==> src/shared/cbcc_map.svh <==
// Behaviour
// - Timing per access comes from configuration registers.
// - Four cycle kinds: normal/fast read, early/late write.
// - Kind from direction, region and programmed styles.
// - Normal read two clocks, fast read one.
// - Reads are normal after reset.
// - Late write two clocks, early write three.
// - Writes are early after reset.
// - Wait cycles follow the address phase directly.
// - Hold cycles end the cycle, data kept driven.
// - Write-mode register readable, writable, resets to 07.
// - Bit 0 clear selects late, set selects early.
// - Zone 0 normal read waits one plus field.
`ifndef CBCC_MAP_SVH
`define CBCC_MAP_SVH

// Register addresses on the configuration port.
`define CBCC_WMODE_ADDR 16'hf900
`define CBCC_IOZONE_ADDR 16'hf902
`define CBCC_ZONE0_ADDR 16'hf904
`define CBCC_STATUS_ADDR 16'hf906

// Reset values and writable-bit masks.
`define CBCC_WMODE_RST 8'h07
`define CBCC_WMODE_MASK 8'h07
`define CBCC_IOZONE_RST 16'h069f
`define CBCC_IOZONE_MASK 16'h069f
`define CBCC_ZONE0_RST 16'h069f
`define CBCC_ZONE0_MASK 16'h0e9f

// Field positions.
`define CBCC_EWR_BIT 0
`define CBCC_WAIT_LSB 0
`define CBCC_WAIT_MSB 2
`define CBCC_HOLD_LSB 3
`define CBCC_HOLD_MSB 4
`define CBCC_FRE_BIT 11

// Address regions.
`define CBCC_ZONE0_LO 16'h0000
`define CBCC_ZONE0_HI 16'hbfff
`define CBCC_RAM_LO 16'he000
`define CBCC_RAM_HI 16'he7ff
`define CBCC_PORT_LO 16'hfb00
`define CBCC_PORT_HI 16'hfbff
`define CBCC_PERI_LO 16'hf000
`define CBCC_PERI_HI 16'hffff

// Timing counts in clock cycles.
`define CBCC_BASE_NREAD 5'd2
`define CBCC_BASE_FREAD 5'd1
`define CBCC_BASE_EWRITE 5'd3
`define CBCC_BASE_LWRITE 5'd2
`define CBCC_PERI_WAITS 4'h1
`define CBCC_ZONE0_FIXED_WAITS 4'h1

`endif

==> src/shared/cbcc_pkg.sv <==
package cbcc_pkg;

    // Bus cycle sequencer states, Gray coded along the usual path.
    typedef enum logic [2:0] {
        CBCC_IDLE = 3'h0,
        CBCC_ADDR = 3'h1,
        CBCC_WAIT = 3'h3,
        CBCC_DATA = 3'h2,
        CBCC_EXTRA = 3'h6,
        CBCC_HOLD = 3'h7
    } cbcc_state_t;

    typedef enum logic [1:0] {
        CBCC_NREAD = 2'h0,
        CBCC_FREAD = 2'h1,
        CBCC_EWRITE = 2'h2,
        CBCC_LWRITE = 2'h3
    } cbcc_kind_t;

    typedef struct packed {
        cbcc_kind_t kind;
        logic [3:0] waits;
        logic [1:0] holds;
    } cbcc_timing_t;

    typedef struct packed {
        cbcc_state_t state;
        cbcc_kind_t kind;
        cbcc_kind_t lastKind;
        logic write;
        logic [15:0] addr;
        logic [15:0] wdata;
        logic [3:0] cnt;
        logic [1:0] holds;
        logic stall;
        logic done;
        logic [15:0] rdata;
        logic rdEn;
        logic wrEn;
        logic wdEn;
        logic [4:0] lenCnt;
        logic [4:0] expLen;
    } cbcc_ctl_t;

    typedef struct packed {
        logic [7:0] wmode;
        logic [15:0] ioZone;
        logic [15:0] zone0;
        logic [15:0] rdata;
    } cbcc_cfg_t;

endpackage

==> src/shared/cbcc_cfg_if.sv <==
`timescale 1ns/100ps
`default_nettype none
interface cbcc_cfg_if;
    import cbcc_pkg::*;
    logic earlyWrite;
    logic fastRead;
    logic [2:0] zoneWait;
    logic [1:0] zoneHold;
    logic [2:0] ioWait;
    logic [1:0] ioHold;
    logic busy;
    cbcc_kind_t lastKind;

    modport cfg (
        output earlyWrite, fastRead, zoneWait, zoneHold, ioWait, ioHold,
        input busy, lastKind
    );
    modport ctrl (
        input earlyWrite, fastRead, zoneWait, zoneHold, ioWait, ioHold,
        output busy, lastKind
    );
endinterface
`default_nettype wire

==> src/cbcc_cfg_regs.sv <==
`timescale 1ns/100ps
`default_nettype none
`include "cbcc_map.svh"
module cbcc_cfg_regs (
    input wire logic clk,
    input wire logic rst_n,
    input wire logic [15:0] regAddr,
    input wire logic [15:0] regWdata,
    input wire logic regWr,
    input wire logic regRd,
    output logic [15:0] regRdata,
    cbcc_cfg_if.cfg ifc
);
    import cbcc_pkg::*;

    cbcc_cfg_t st;
    cbcc_cfg_t next_st;

    // Writes keep only implemented bits, so reserved bits read back as zero.
    always_comb begin
        next_st = st;
        next_st.rdata = 16'h0000;
        if (regWr) begin
            case (regAddr)
                `CBCC_WMODE_ADDR: next_st.wmode = regWdata[7:0] & `CBCC_WMODE_MASK;
                `CBCC_IOZONE_ADDR: next_st.ioZone = regWdata & `CBCC_IOZONE_MASK;
                `CBCC_ZONE0_ADDR: next_st.zone0 = regWdata & `CBCC_ZONE0_MASK;
                default: next_st.wmode = st.wmode;
            endcase
        end
        // Read data stands for exactly one cycle; unmapped addresses read zero.
        if (regRd) begin
            case (regAddr)
                `CBCC_WMODE_ADDR: next_st.rdata = {8'h00, st.wmode};
                `CBCC_IOZONE_ADDR: next_st.rdata = st.ioZone;
                `CBCC_ZONE0_ADDR: next_st.rdata = st.zone0;
                `CBCC_STATUS_ADDR: next_st.rdata = {13'h0000, ifc.busy, ifc.lastKind};
                default: next_st.rdata = 16'h0000;
            endcase
        end
    end

    // Reset defaults give early writes and normal reads.
    always_ff @(posedge clk or negedge rst_n) begin
        if (!rst_n) begin
            st.wmode <= `CBCC_WMODE_RST;
            st.ioZone <= `CBCC_IOZONE_RST;
            st.zone0 <= `CBCC_ZONE0_RST;
            st.rdata <= 16'h0000;
        end else begin
            st <= next_st;
        end
    end

    assign regRdata = st.rdata;
    assign ifc.earlyWrite = st.wmode[`CBCC_EWR_BIT];
    assign ifc.fastRead = st.zone0[`CBCC_FRE_BIT];
    assign ifc.zoneWait = st.zone0[`CBCC_WAIT_MSB:`CBCC_WAIT_LSB];
    assign ifc.zoneHold = st.zone0[`CBCC_HOLD_MSB:`CBCC_HOLD_LSB];
    assign ifc.ioWait = st.ioZone[`CBCC_WAIT_MSB:`CBCC_WAIT_LSB];
    assign ifc.ioHold = st.ioZone[`CBCC_HOLD_MSB:`CBCC_HOLD_LSB];

    wmode_reset_a: assert property (@(posedge clk) $rose(rst_n) |-> st.wmode == `CBCC_WMODE_RST)
        else $error("Write-mode register did not reset to its default.");
    early_default_a: assert property (@(posedge clk) $rose(rst_n) |-> ifc.earlyWrite && !ifc.fastRead)
        else $error("Reset did not select early writes and normal reads.");
    wmode_rdback_a: assert property (@(posedge clk) disable iff (!rst_n)
        (regWr && regAddr == `CBCC_WMODE_ADDR) ##1 (regRd && regAddr == `CBCC_WMODE_ADDR && !regWr)
        |=> regRdata == ($past(regWdata, 2) & {8'h00, `CBCC_WMODE_MASK}))
        else $error("Write-mode register did not read back the written value.");
    ewr_select_a: assert property (@(posedge clk) disable iff (!rst_n)
        (regWr && regAddr == `CBCC_WMODE_ADDR) |=> ifc.earlyWrite == $past(regWdata[0]))
        else $error("Early-write select does not follow bit 0.");
endmodule
`default_nettype wire

==> src/cbcc_top.sv <==
`timescale 1ns/100ps
`default_nettype none
`include "cbcc_map.svh"
module cbcc_top (
    input wire logic clk,
    input wire logic rst_n,
    input wire logic [15:0] regAddr,
    input wire logic [15:0] regWdata,
    input wire logic regWr,
    input wire logic regRd,
    output logic [15:0] regRdata,
    input wire logic coreReq,
    input wire logic coreWrite,
    input wire logic [15:0] coreAddr,
    input wire logic [15:0] coreWdata,
    output logic coreStall,
    output logic coreDone,
    output logic [15:0] coreRdata,
    output logic [15:0] busAddr,
    output logic [15:0] busWdata,
    output logic busRdEn,
    output logic busWrEn,
    output logic busWdataEn,
    input wire logic [15:0] busRdata,
    output cbcc_pkg::cbcc_kind_t busKind
);
    import cbcc_pkg::*;

    cbcc_cfg_if ifc ();
    cbcc_ctl_t st;
    cbcc_ctl_t next_st;

    // The register file supplies the timing fields the sequencer reads.
    cbcc_cfg_regs u_regs (
        .clk(clk),
        .rst_n(rst_n),
        .regAddr(regAddr),
        .regWdata(regWdata),
        .regWr(regWr),
        .regRd(regRd),
        .regRdata(regRdata),
        .ifc(ifc.cfg)
    );

    // Base length of each cycle kind before waits and holds are added.
    function automatic logic [4:0] cbccBase(input cbcc_kind_t kind);
        case (kind)
            CBCC_NREAD: cbccBase = `CBCC_BASE_NREAD;
            CBCC_FREAD: cbccBase = `CBCC_BASE_FREAD;
            CBCC_EWRITE: cbccBase = `CBCC_BASE_EWRITE;
            default: cbccBase = `CBCC_BASE_LWRITE;
        endcase
    endfunction

    function automatic logic cbccIn(input logic [15:0] a, input logic [15:0] lo, input logic [15:0] hi);
        cbccIn = (a >= lo) && (a <= hi);
    endfunction

    // Picks kind, waits and holds from direction, region and settings.
    // Only zone 0 honours fast reads; zone 0 without fast reads and the port region take programmed waits and holds, the rest fixed timing.
    function automatic cbcc_timing_t cbccTiming(
        input logic [15:0] a,
        input logic wr,
        input logic early,
        input logic fast,
        input logic [2:0] zWait,
        input logic [1:0] zHold,
        input logic [2:0] pWait,
        input logic [1:0] pHold
    );
        cbcc_timing_t t;
        t.kind = wr ? (early ? CBCC_EWRITE : CBCC_LWRITE) : CBCC_NREAD;
        t.waits = 4'h0;
        t.holds = 2'h0;
        if (cbccIn(a, `CBCC_ZONE0_LO, `CBCC_ZONE0_HI)) begin
            if (fast) begin
                t.kind = wr ? t.kind : CBCC_FREAD;
                t.waits = wr ? `CBCC_ZONE0_FIXED_WAITS : 4'h0;
            end else begin
                t.waits = {1'b0, zWait} + `CBCC_ZONE0_FIXED_WAITS;
                t.holds = zHold;
            end
        end else if (cbccIn(a, `CBCC_RAM_LO, `CBCC_RAM_HI)) begin
            t.waits = 4'h0;
        end else if (cbccIn(a, `CBCC_PORT_LO, `CBCC_PORT_HI)) begin
            t.waits = {1'b0, pWait};
            t.holds = pHold;
        end else if (cbccIn(a, `CBCC_PERI_LO, `CBCC_PERI_HI)) begin
            t.waits = `CBCC_PERI_WAITS;
        end
        return t;
    endfunction

    // Sequencer: address phase, waits, data phase, early-write extra cycle, holds.
    always_comb begin
        cbcc_timing_t t;
        logic finish;
        t = cbccTiming(coreAddr, coreWrite, ifc.earlyWrite, ifc.fastRead,
            ifc.zoneWait, ifc.zoneHold, ifc.ioWait, ifc.ioHold);
        finish = 1'b0;
        next_st = st;
        next_st.done = 1'b0;
        if (st.state != CBCC_IDLE) begin
            next_st.lenCnt = st.lenCnt + 5'd1;
        end
        case (st.state)
            CBCC_IDLE: begin
                if (coreReq) begin
                    next_st.state = CBCC_ADDR;
                    next_st.kind = t.kind;
                    next_st.write = coreWrite;
                    next_st.addr = coreAddr;
                    next_st.wdata = coreWdata;
                    next_st.cnt = t.waits;
                    next_st.holds = t.holds;
                    next_st.stall = 1'b1;
                    next_st.lenCnt = 5'd0;
                    next_st.expLen = cbccBase(t.kind) + {1'b0, t.waits} + {3'h0, t.holds};
                end
            end
            CBCC_ADDR: begin
                if (st.kind == CBCC_FREAD) begin
                    next_st.rdata = busRdata;
                    finish = 1'b1;
                end else if (st.cnt != 4'h0) begin
                    next_st.state = CBCC_WAIT;
                end else begin
                    next_st.state = CBCC_DATA;
                end
            end
            CBCC_WAIT: begin
                next_st.cnt = st.cnt - 4'h1;
                if (st.cnt == 4'h1) begin
                    next_st.state = CBCC_DATA;
                end
            end
            CBCC_DATA: begin
                if (!st.write) begin
                    next_st.rdata = busRdata;
                end
                if (st.kind == CBCC_EWRITE) begin
                    next_st.state = CBCC_EXTRA;
                end else if (st.holds != 2'h0) begin
                    next_st.state = CBCC_HOLD;
                end else begin
                    finish = 1'b1;
                end
            end
            CBCC_EXTRA: begin
                if (st.holds != 2'h0) begin
                    next_st.state = CBCC_HOLD;
                end else begin
                    finish = 1'b1;
                end
            end
            CBCC_HOLD: begin
                next_st.holds = st.holds - 2'h1;
                if (st.holds == 2'h1) begin
                    finish = 1'b1;
                end
            end
            default: begin
                next_st.state = CBCC_IDLE;
                next_st.stall = 1'b0;
            end
        endcase
        // The stall drops only together with completion.
        if (finish) begin
            next_st.state = CBCC_IDLE;
            next_st.stall = 1'b0;
            next_st.done = 1'b1;
            next_st.lastKind = st.kind;
        end
        // Strobes are decoded from the next state so every pin leaves a flop.
        // Early writes raise the write strobe after the address phase and keep it
        // through the extra cycle, which is why they cost one clock more.
        next_st.rdEn = !next_st.write && (next_st.state inside {CBCC_ADDR, CBCC_WAIT, CBCC_DATA});
        next_st.wdEn = next_st.write && (next_st.state != CBCC_IDLE);
        next_st.wrEn = next_st.write && ((next_st.state == CBCC_DATA) ||
            ((next_st.kind == CBCC_EWRITE) && (next_st.state inside {CBCC_WAIT, CBCC_EXTRA})));
    end

    always_ff @(posedge clk or negedge rst_n) begin
        if (!rst_n) begin
            st <= '{state: CBCC_IDLE, kind: CBCC_NREAD, lastKind: CBCC_NREAD,
                addr: 16'h0000, wdata: 16'h0000, rdata: 16'h0000, cnt: 4'h0,
                holds: 2'h0, lenCnt: 5'h00, expLen: 5'h00, default: 1'b0};
        end else begin
            st <= next_st;
        end
    end

    // Outputs come straight from the state flops.
    assign coreStall = st.stall;
    assign coreDone = st.done;
    assign coreRdata = st.rdata;
    assign busAddr = st.addr;
    assign busWdata = st.wdata;
    assign busRdEn = st.rdEn;
    assign busWrEn = st.wrEn;
    assign busWdataEn = st.wdEn;
    assign busKind = st.kind;
    assign ifc.busy = st.stall;
    assign ifc.lastKind = st.lastKind;

    // Checks on cycle lengths, order of phases and the core stall.
    logic takeNow;
    assign takeNow = coreReq && (st.state == CBCC_IDLE);

    cycle_length_a: assert property (@(posedge clk) disable iff (!rst_n)
        $rose(coreDone) |-> ($past(st.lenCnt) + 5'd1) == $past(st.expLen))
        else $error("Bus cycle length differs from base plus waits plus holds.");
    fast_read_a: assert property (@(posedge clk) disable iff (!rst_n)
        (st.state == CBCC_ADDR && st.kind == CBCC_FREAD) |=> coreDone && st.state == CBCC_IDLE)
        else $error("Fast read did not complete in one clock.");
    late_write_a: assert property (@(posedge clk) disable iff (!rst_n)
        (st.state == CBCC_ADDR && st.kind == CBCC_LWRITE && st.cnt == 4'h0 && st.holds == 2'h0)
        |=> st.state == CBCC_DATA ##1 coreDone)
        else $error("Late write without extras did not take two clocks.");
    early_write_a: assert property (@(posedge clk) disable iff (!rst_n)
        (st.state == CBCC_ADDR && st.kind == CBCC_EWRITE && st.cnt == 4'h0 && st.holds == 2'h0)
        |=> st.state == CBCC_DATA ##1 st.state == CBCC_EXTRA ##1 coreDone)
        else $error("Early write without extras did not take three clocks.");
    write_kind_a: assert property (@(posedge clk) disable iff (!rst_n)
        (takeNow && coreWrite) |=> st.kind == ($past(ifc.earlyWrite) ? CBCC_EWRITE : CBCC_LWRITE))
        else $error("Write kind does not follow the early-write select.");
    zone0_wait_a: assert property (@(posedge clk) disable iff (!rst_n)
        (takeNow && !coreWrite && !ifc.fastRead && coreAddr <= `CBCC_ZONE0_HI)
        |=> st.cnt == {1'b0, $past(ifc.zoneWait)} + 4'h1)
        else $error("Zone 0 normal read wait count is wrong.");
    wait_order_a: assert property (@(posedge clk) disable iff (!rst_n)
        (st.state == CBCC_WAIT) |-> $past(st.state) inside {CBCC_ADDR, CBCC_WAIT})
        else $error("Wait cycle did not follow the address phase.");
    hold_data_a: assert property (@(posedge clk) disable iff (!rst_n)
        (st.state == CBCC_HOLD && st.write) |-> busWdataEn && $stable(busWdata) && $stable(busAddr))
        else $error("Write data not held during hold cycle.");
    core_stall_a: assert property (@(posedge clk) disable iff (!rst_n)
        (st.state != CBCC_IDLE) |-> coreStall && !coreDone)
        else $error("Core not stalled during a bus cycle.");
    stall_release_a: assert property (@(posedge clk) disable iff (!rst_n)
        $fell(coreStall) |-> coreDone)
        else $error("Stall released without completion.");

    fast_read_c: cover property (@(posedge clk) disable iff (!rst_n)
        coreDone && st.lastKind == CBCC_FREAD);
    early_write_c: cover property (@(posedge clk) disable iff (!rst_n)
        coreDone && st.lastKind == CBCC_EWRITE);
    hold_cycle_c: cover property (@(posedge clk) disable iff (!rst_n)
        st.state == CBCC_HOLD && st.write);
    max_wait_c: cover property (@(posedge clk) disable iff (!rst_n)
        st.state == CBCC_WAIT && st.cnt == 4'h8);
endmodule
`default_nettype wire

==> config.mk <==
export PLATFORM = sky130hd
export DESIGN_NAME = cbcc_top
export DESIGN_NICKNAME = d
export VERILOG_FILES = /design/src/shared/cbcc_pkg.sv /design/src/shared/cbcc_cfg_if.sv /design/src/cbcc_cfg_regs.sv /design/src/cbcc_top.sv
export VERILOG_INCLUDE_DIRS = /design/src /design/src/shared
export SDC_FILE = /design/constraint.sdc
export NUM_CORES = 1
export LEC_CHECK = 0
export BUFFER_PORTS_ARGS = -buffer_cell sky130_fd_sc_hd__buf_2
export CELL_PAD_IN_SITES_DETAIL_PLACEMENT = 1
export CELL_PAD_IN_SITES_GLOBAL_PLACEMENT = 2
export CORE_ASPECT_RATIO = 1.75
export CORE_UTILIZATION = 33
export DETAILED_ROUTE_END_ITERATION = 8
export GPL_TIMING_DRIVEN = 1
export HOLD_SLACK_MARGIN = 0.1
export PLACE_DENSITY_LB_ADDON = 0.1
export SKIP_LAST_GASP = 1
export SYNTH_ARGS = -nofsm -noshare
export SYNTH_HDL_FRONTEND = slang
export SYNTH_SLANG_ARGS = --single-unit
==> constraint.sdc <==
create_clock -name clk -period 2.3 [get_ports clk]
set_input_delay 0 -clock clk [delete_from_list [all_inputs] [get_ports clk]]
set_output_delay 0 -clock clk [all_outputs]
set_load 0.02 [all_outputs]
==> flow_summary.json <==
{
  "rsz0062_at_grt": "false",
  "ys.flop_type": "dfrtp_1",
  "grt_overflow": 0,
  "async_flop_share": 1.00,
  "synth.distinct_cells": 65,
  "syn_area_um2": 4910,
  "critPathKind": "reg -> reg",
  "port_buffers": 142,
  "routed_wl_mm": 11.7,
  "drt_iter0_markers": 89,
  "first_pass_iters": 4,
  "holdBufCountCts": 62,
  "grt_pass1_vias": 3621,
  "cp_slowest_cell": "dfrtp_1",
  "dp_hpwl_mm": 8.46,
  "routed-via-count": 3316,
  "core_um2": 14400,
  "post-route-util": 0.436,
  "routed_via_density": 4.65,
  "layout_commonest_cell": "buf_2",
  "layout.nets": 621,
  "start_util": 0.340,
  "syn2layout_area_growth_pct": 28.3,
  "p_leak_uw": 0.00295,
  "critPathLaunchType": "flip-flop",
  "timing_hold_violations_final": 0,
  "die_area_um2": 15400,
  "worst-path-buf-inv": 1,
  "min_period_ns": 1.86,
  "diodes": 0,
  "finalWeightedCongestion": 0.750,
  "h-tree-depth": 3,
  "path_clk_slew_ns": 0.06,
  "arrival_ns": 2.09,
  "powerDensity_nw_per_um2": 1180,
  "vdd_ir_drop_max_v": 0.000387,
  "route.detailed.drc": 0,
  "critPathTopFamily": "flip-flops",
  "max_stage_delay_ns": 0.54,
  "clkSinkCount": 96,
  "finClkSkew_ns": 0.00736,
  "crit_fanout": 37,
  "drive_above_1_share": 0.503,
  "antenna_found_initial": 0,
  "synth_area_per_cell_um2": 12.9,
  "ys_warn_count": 0,
  "finalCritPeriodShare": 0.807,
  "syn_inst": 380,
  "die_y_um": 163,
  "clkLatencyLatePin_ns": 0.34,
  "path_cells": "nor4b_4 -> buf_12 -> nor2_2 -> o21ba_1 -> a311oi_1",
  "grt_max_degree": 45,
  "layout_common_cells": "buf_2, dfrtp_1, dlygate4sd3_1",
  "synth_edf_count": 0,
  "finalSetupViolCount": 0,
  "cts_buffer_depth": 2,
  "fmax_ghz": 0.539,
  "status": "complete, no violations",
  "ctsResizeCount": 0,
  "slew_violations": 0,
  "cts_root_buffer": "clkbuf_16",
  "cts_tree": "done",
  "holdWs_ns": 0.164,
  "endpoint_kind": "flip-flop",
  "rows": 58,
  "die_x_um": 94.2,
  "cts_buffers": 9,
  "grt_pass1_wl_mm": 18.6,
  "ys_ff_latch": 96,
  "fin_tns_setup_ns": 0,
  "track_usage": 0.159,
  "ys_seq_area_frac": 0.494,
  "worstPathRequired_ns": 2.54,
  "wl_per_cell_um": 16.4,
  "drv_cap": 0,
  "post_cts_buffers": 0,
  "hold_class": "in -> async",
  "ant_nets": 0,
  "pin_count": 157
}
[cell type report]
cell class	count	area [um2]
sequential	96	2430
clock buffer	10	229
inverter	10	37.5
timing repair buffer	212	1430
clock inverter	4	95.1
fill	1567	8140
multi-input combinational	201	1860
tap	180	225
[logic make-up after synthesis]
family / after synthesis / share of synthesized area
flops: 96 / 0.494
buf+inv: 89 / 0.132
mux: 77 / 0.203
simple gates: 65 / 0.0871
compound gates: 45 / 0.0670
fa+ha+maj: 5 / 0.0127
xor+xnor: 2 / 0.00357
other cells: 1 / 0.000763
[state kept, by name (all words and copies together), names as in the netlist]
signal and count:
u_regs.st 8, busRdEn 1, coreDone 1, busWdata 16, busWdataEn 1, u_regs.ifc.ioWait 3, u_regs.ifc.zoneWait 3, st 10
u_regs.ifc.earlyWrite 1, u_regs.ifc.fastRead 1, busWrEn 1, u_regs.regRdata 9, coreStall 1, u_regs.ifc.ioHold 2, coreRdata 16, u_regs.ifc.zoneHold 2
busKind 2, busAddr 16, ifc.lastKind 2
[report_power, final]
part	total, uW	switching (uW)	leakage [uW]	internal, uW
Combinational	3110	1660	0.00165	1460
Clock	1670	620	0.000158	1050
Sequential	2640	376	0.00114	2270
Total	7430	2650	0.00295	4770
[synth_stat cells, types with 5 or more instances]
cell type,n,area (um2)
and3_1,5,31.3
nor3_1,6,30.0
a22oi_1,8,60.1
inv_1,10,37.5
buf_4,71,533
mux2_2,46,518
ha_1,5,62.6
nor2_1,14,52.6
dfstp_2,19,499
a21oi_1,10,50.1
nand2_1,11,41.3
dfrtp_1,77,1930
mux2_4,26,390
[path summary, 6_finish.rpt]
path                                                  to                    from  slack, ns  depth (start not counted)
setup / recovery                      st[36]$_DFFE_PN0P_        st[75]$_DFF_PN0_       0.44                          5
hold / removal                 coreRdata[11]$_DFFE_PN0P_                   rst_n       0.16                          2
setup reg to reg                      st[36]$_DFFE_PN0P_        st[75]$_DFF_PN0_       0.44                          5
hold reg to reg                   busAddr[8]$_DFFE_PN0P_  busAddr[8]$_DFFE_PN0P_       0.50                          1
max in group asynchronous      u_regs.st[42]$_DFFE_PN1P_                   rst_n       1.47                          3
min in group clk           u_regs.regRdata[11]$_DFF_PN0_              regAddr[1]       0.20                          5
[metrics by stage]
stage | power [uW] | cell area, um2 | setup WS (ns) | cells
final | 7430 | 6300 | 0.443 | 713
after global placement | 5680 | 5360 | 0.473 | 637
after CTS | 7560 | 6300 | 0.400 | 713
after global routing | 7890 | 6300 | 0.242 | 713
after floorplan | 5440 | 4940 | 0.687 | 386
after detailed placement | 5770 | 5360 | 0.419 | 637
[routing by layer]
layer,GRT usage,share of wire,vias to the layer above
met2,0.304,0.57,83
met5,0,0,-
li1,-,-,1563
met4,0.0657,0.018,0
met3,0.0223,0.031,11
met1,0.168,0.38,1659
(Power assumes the default switching activity.)
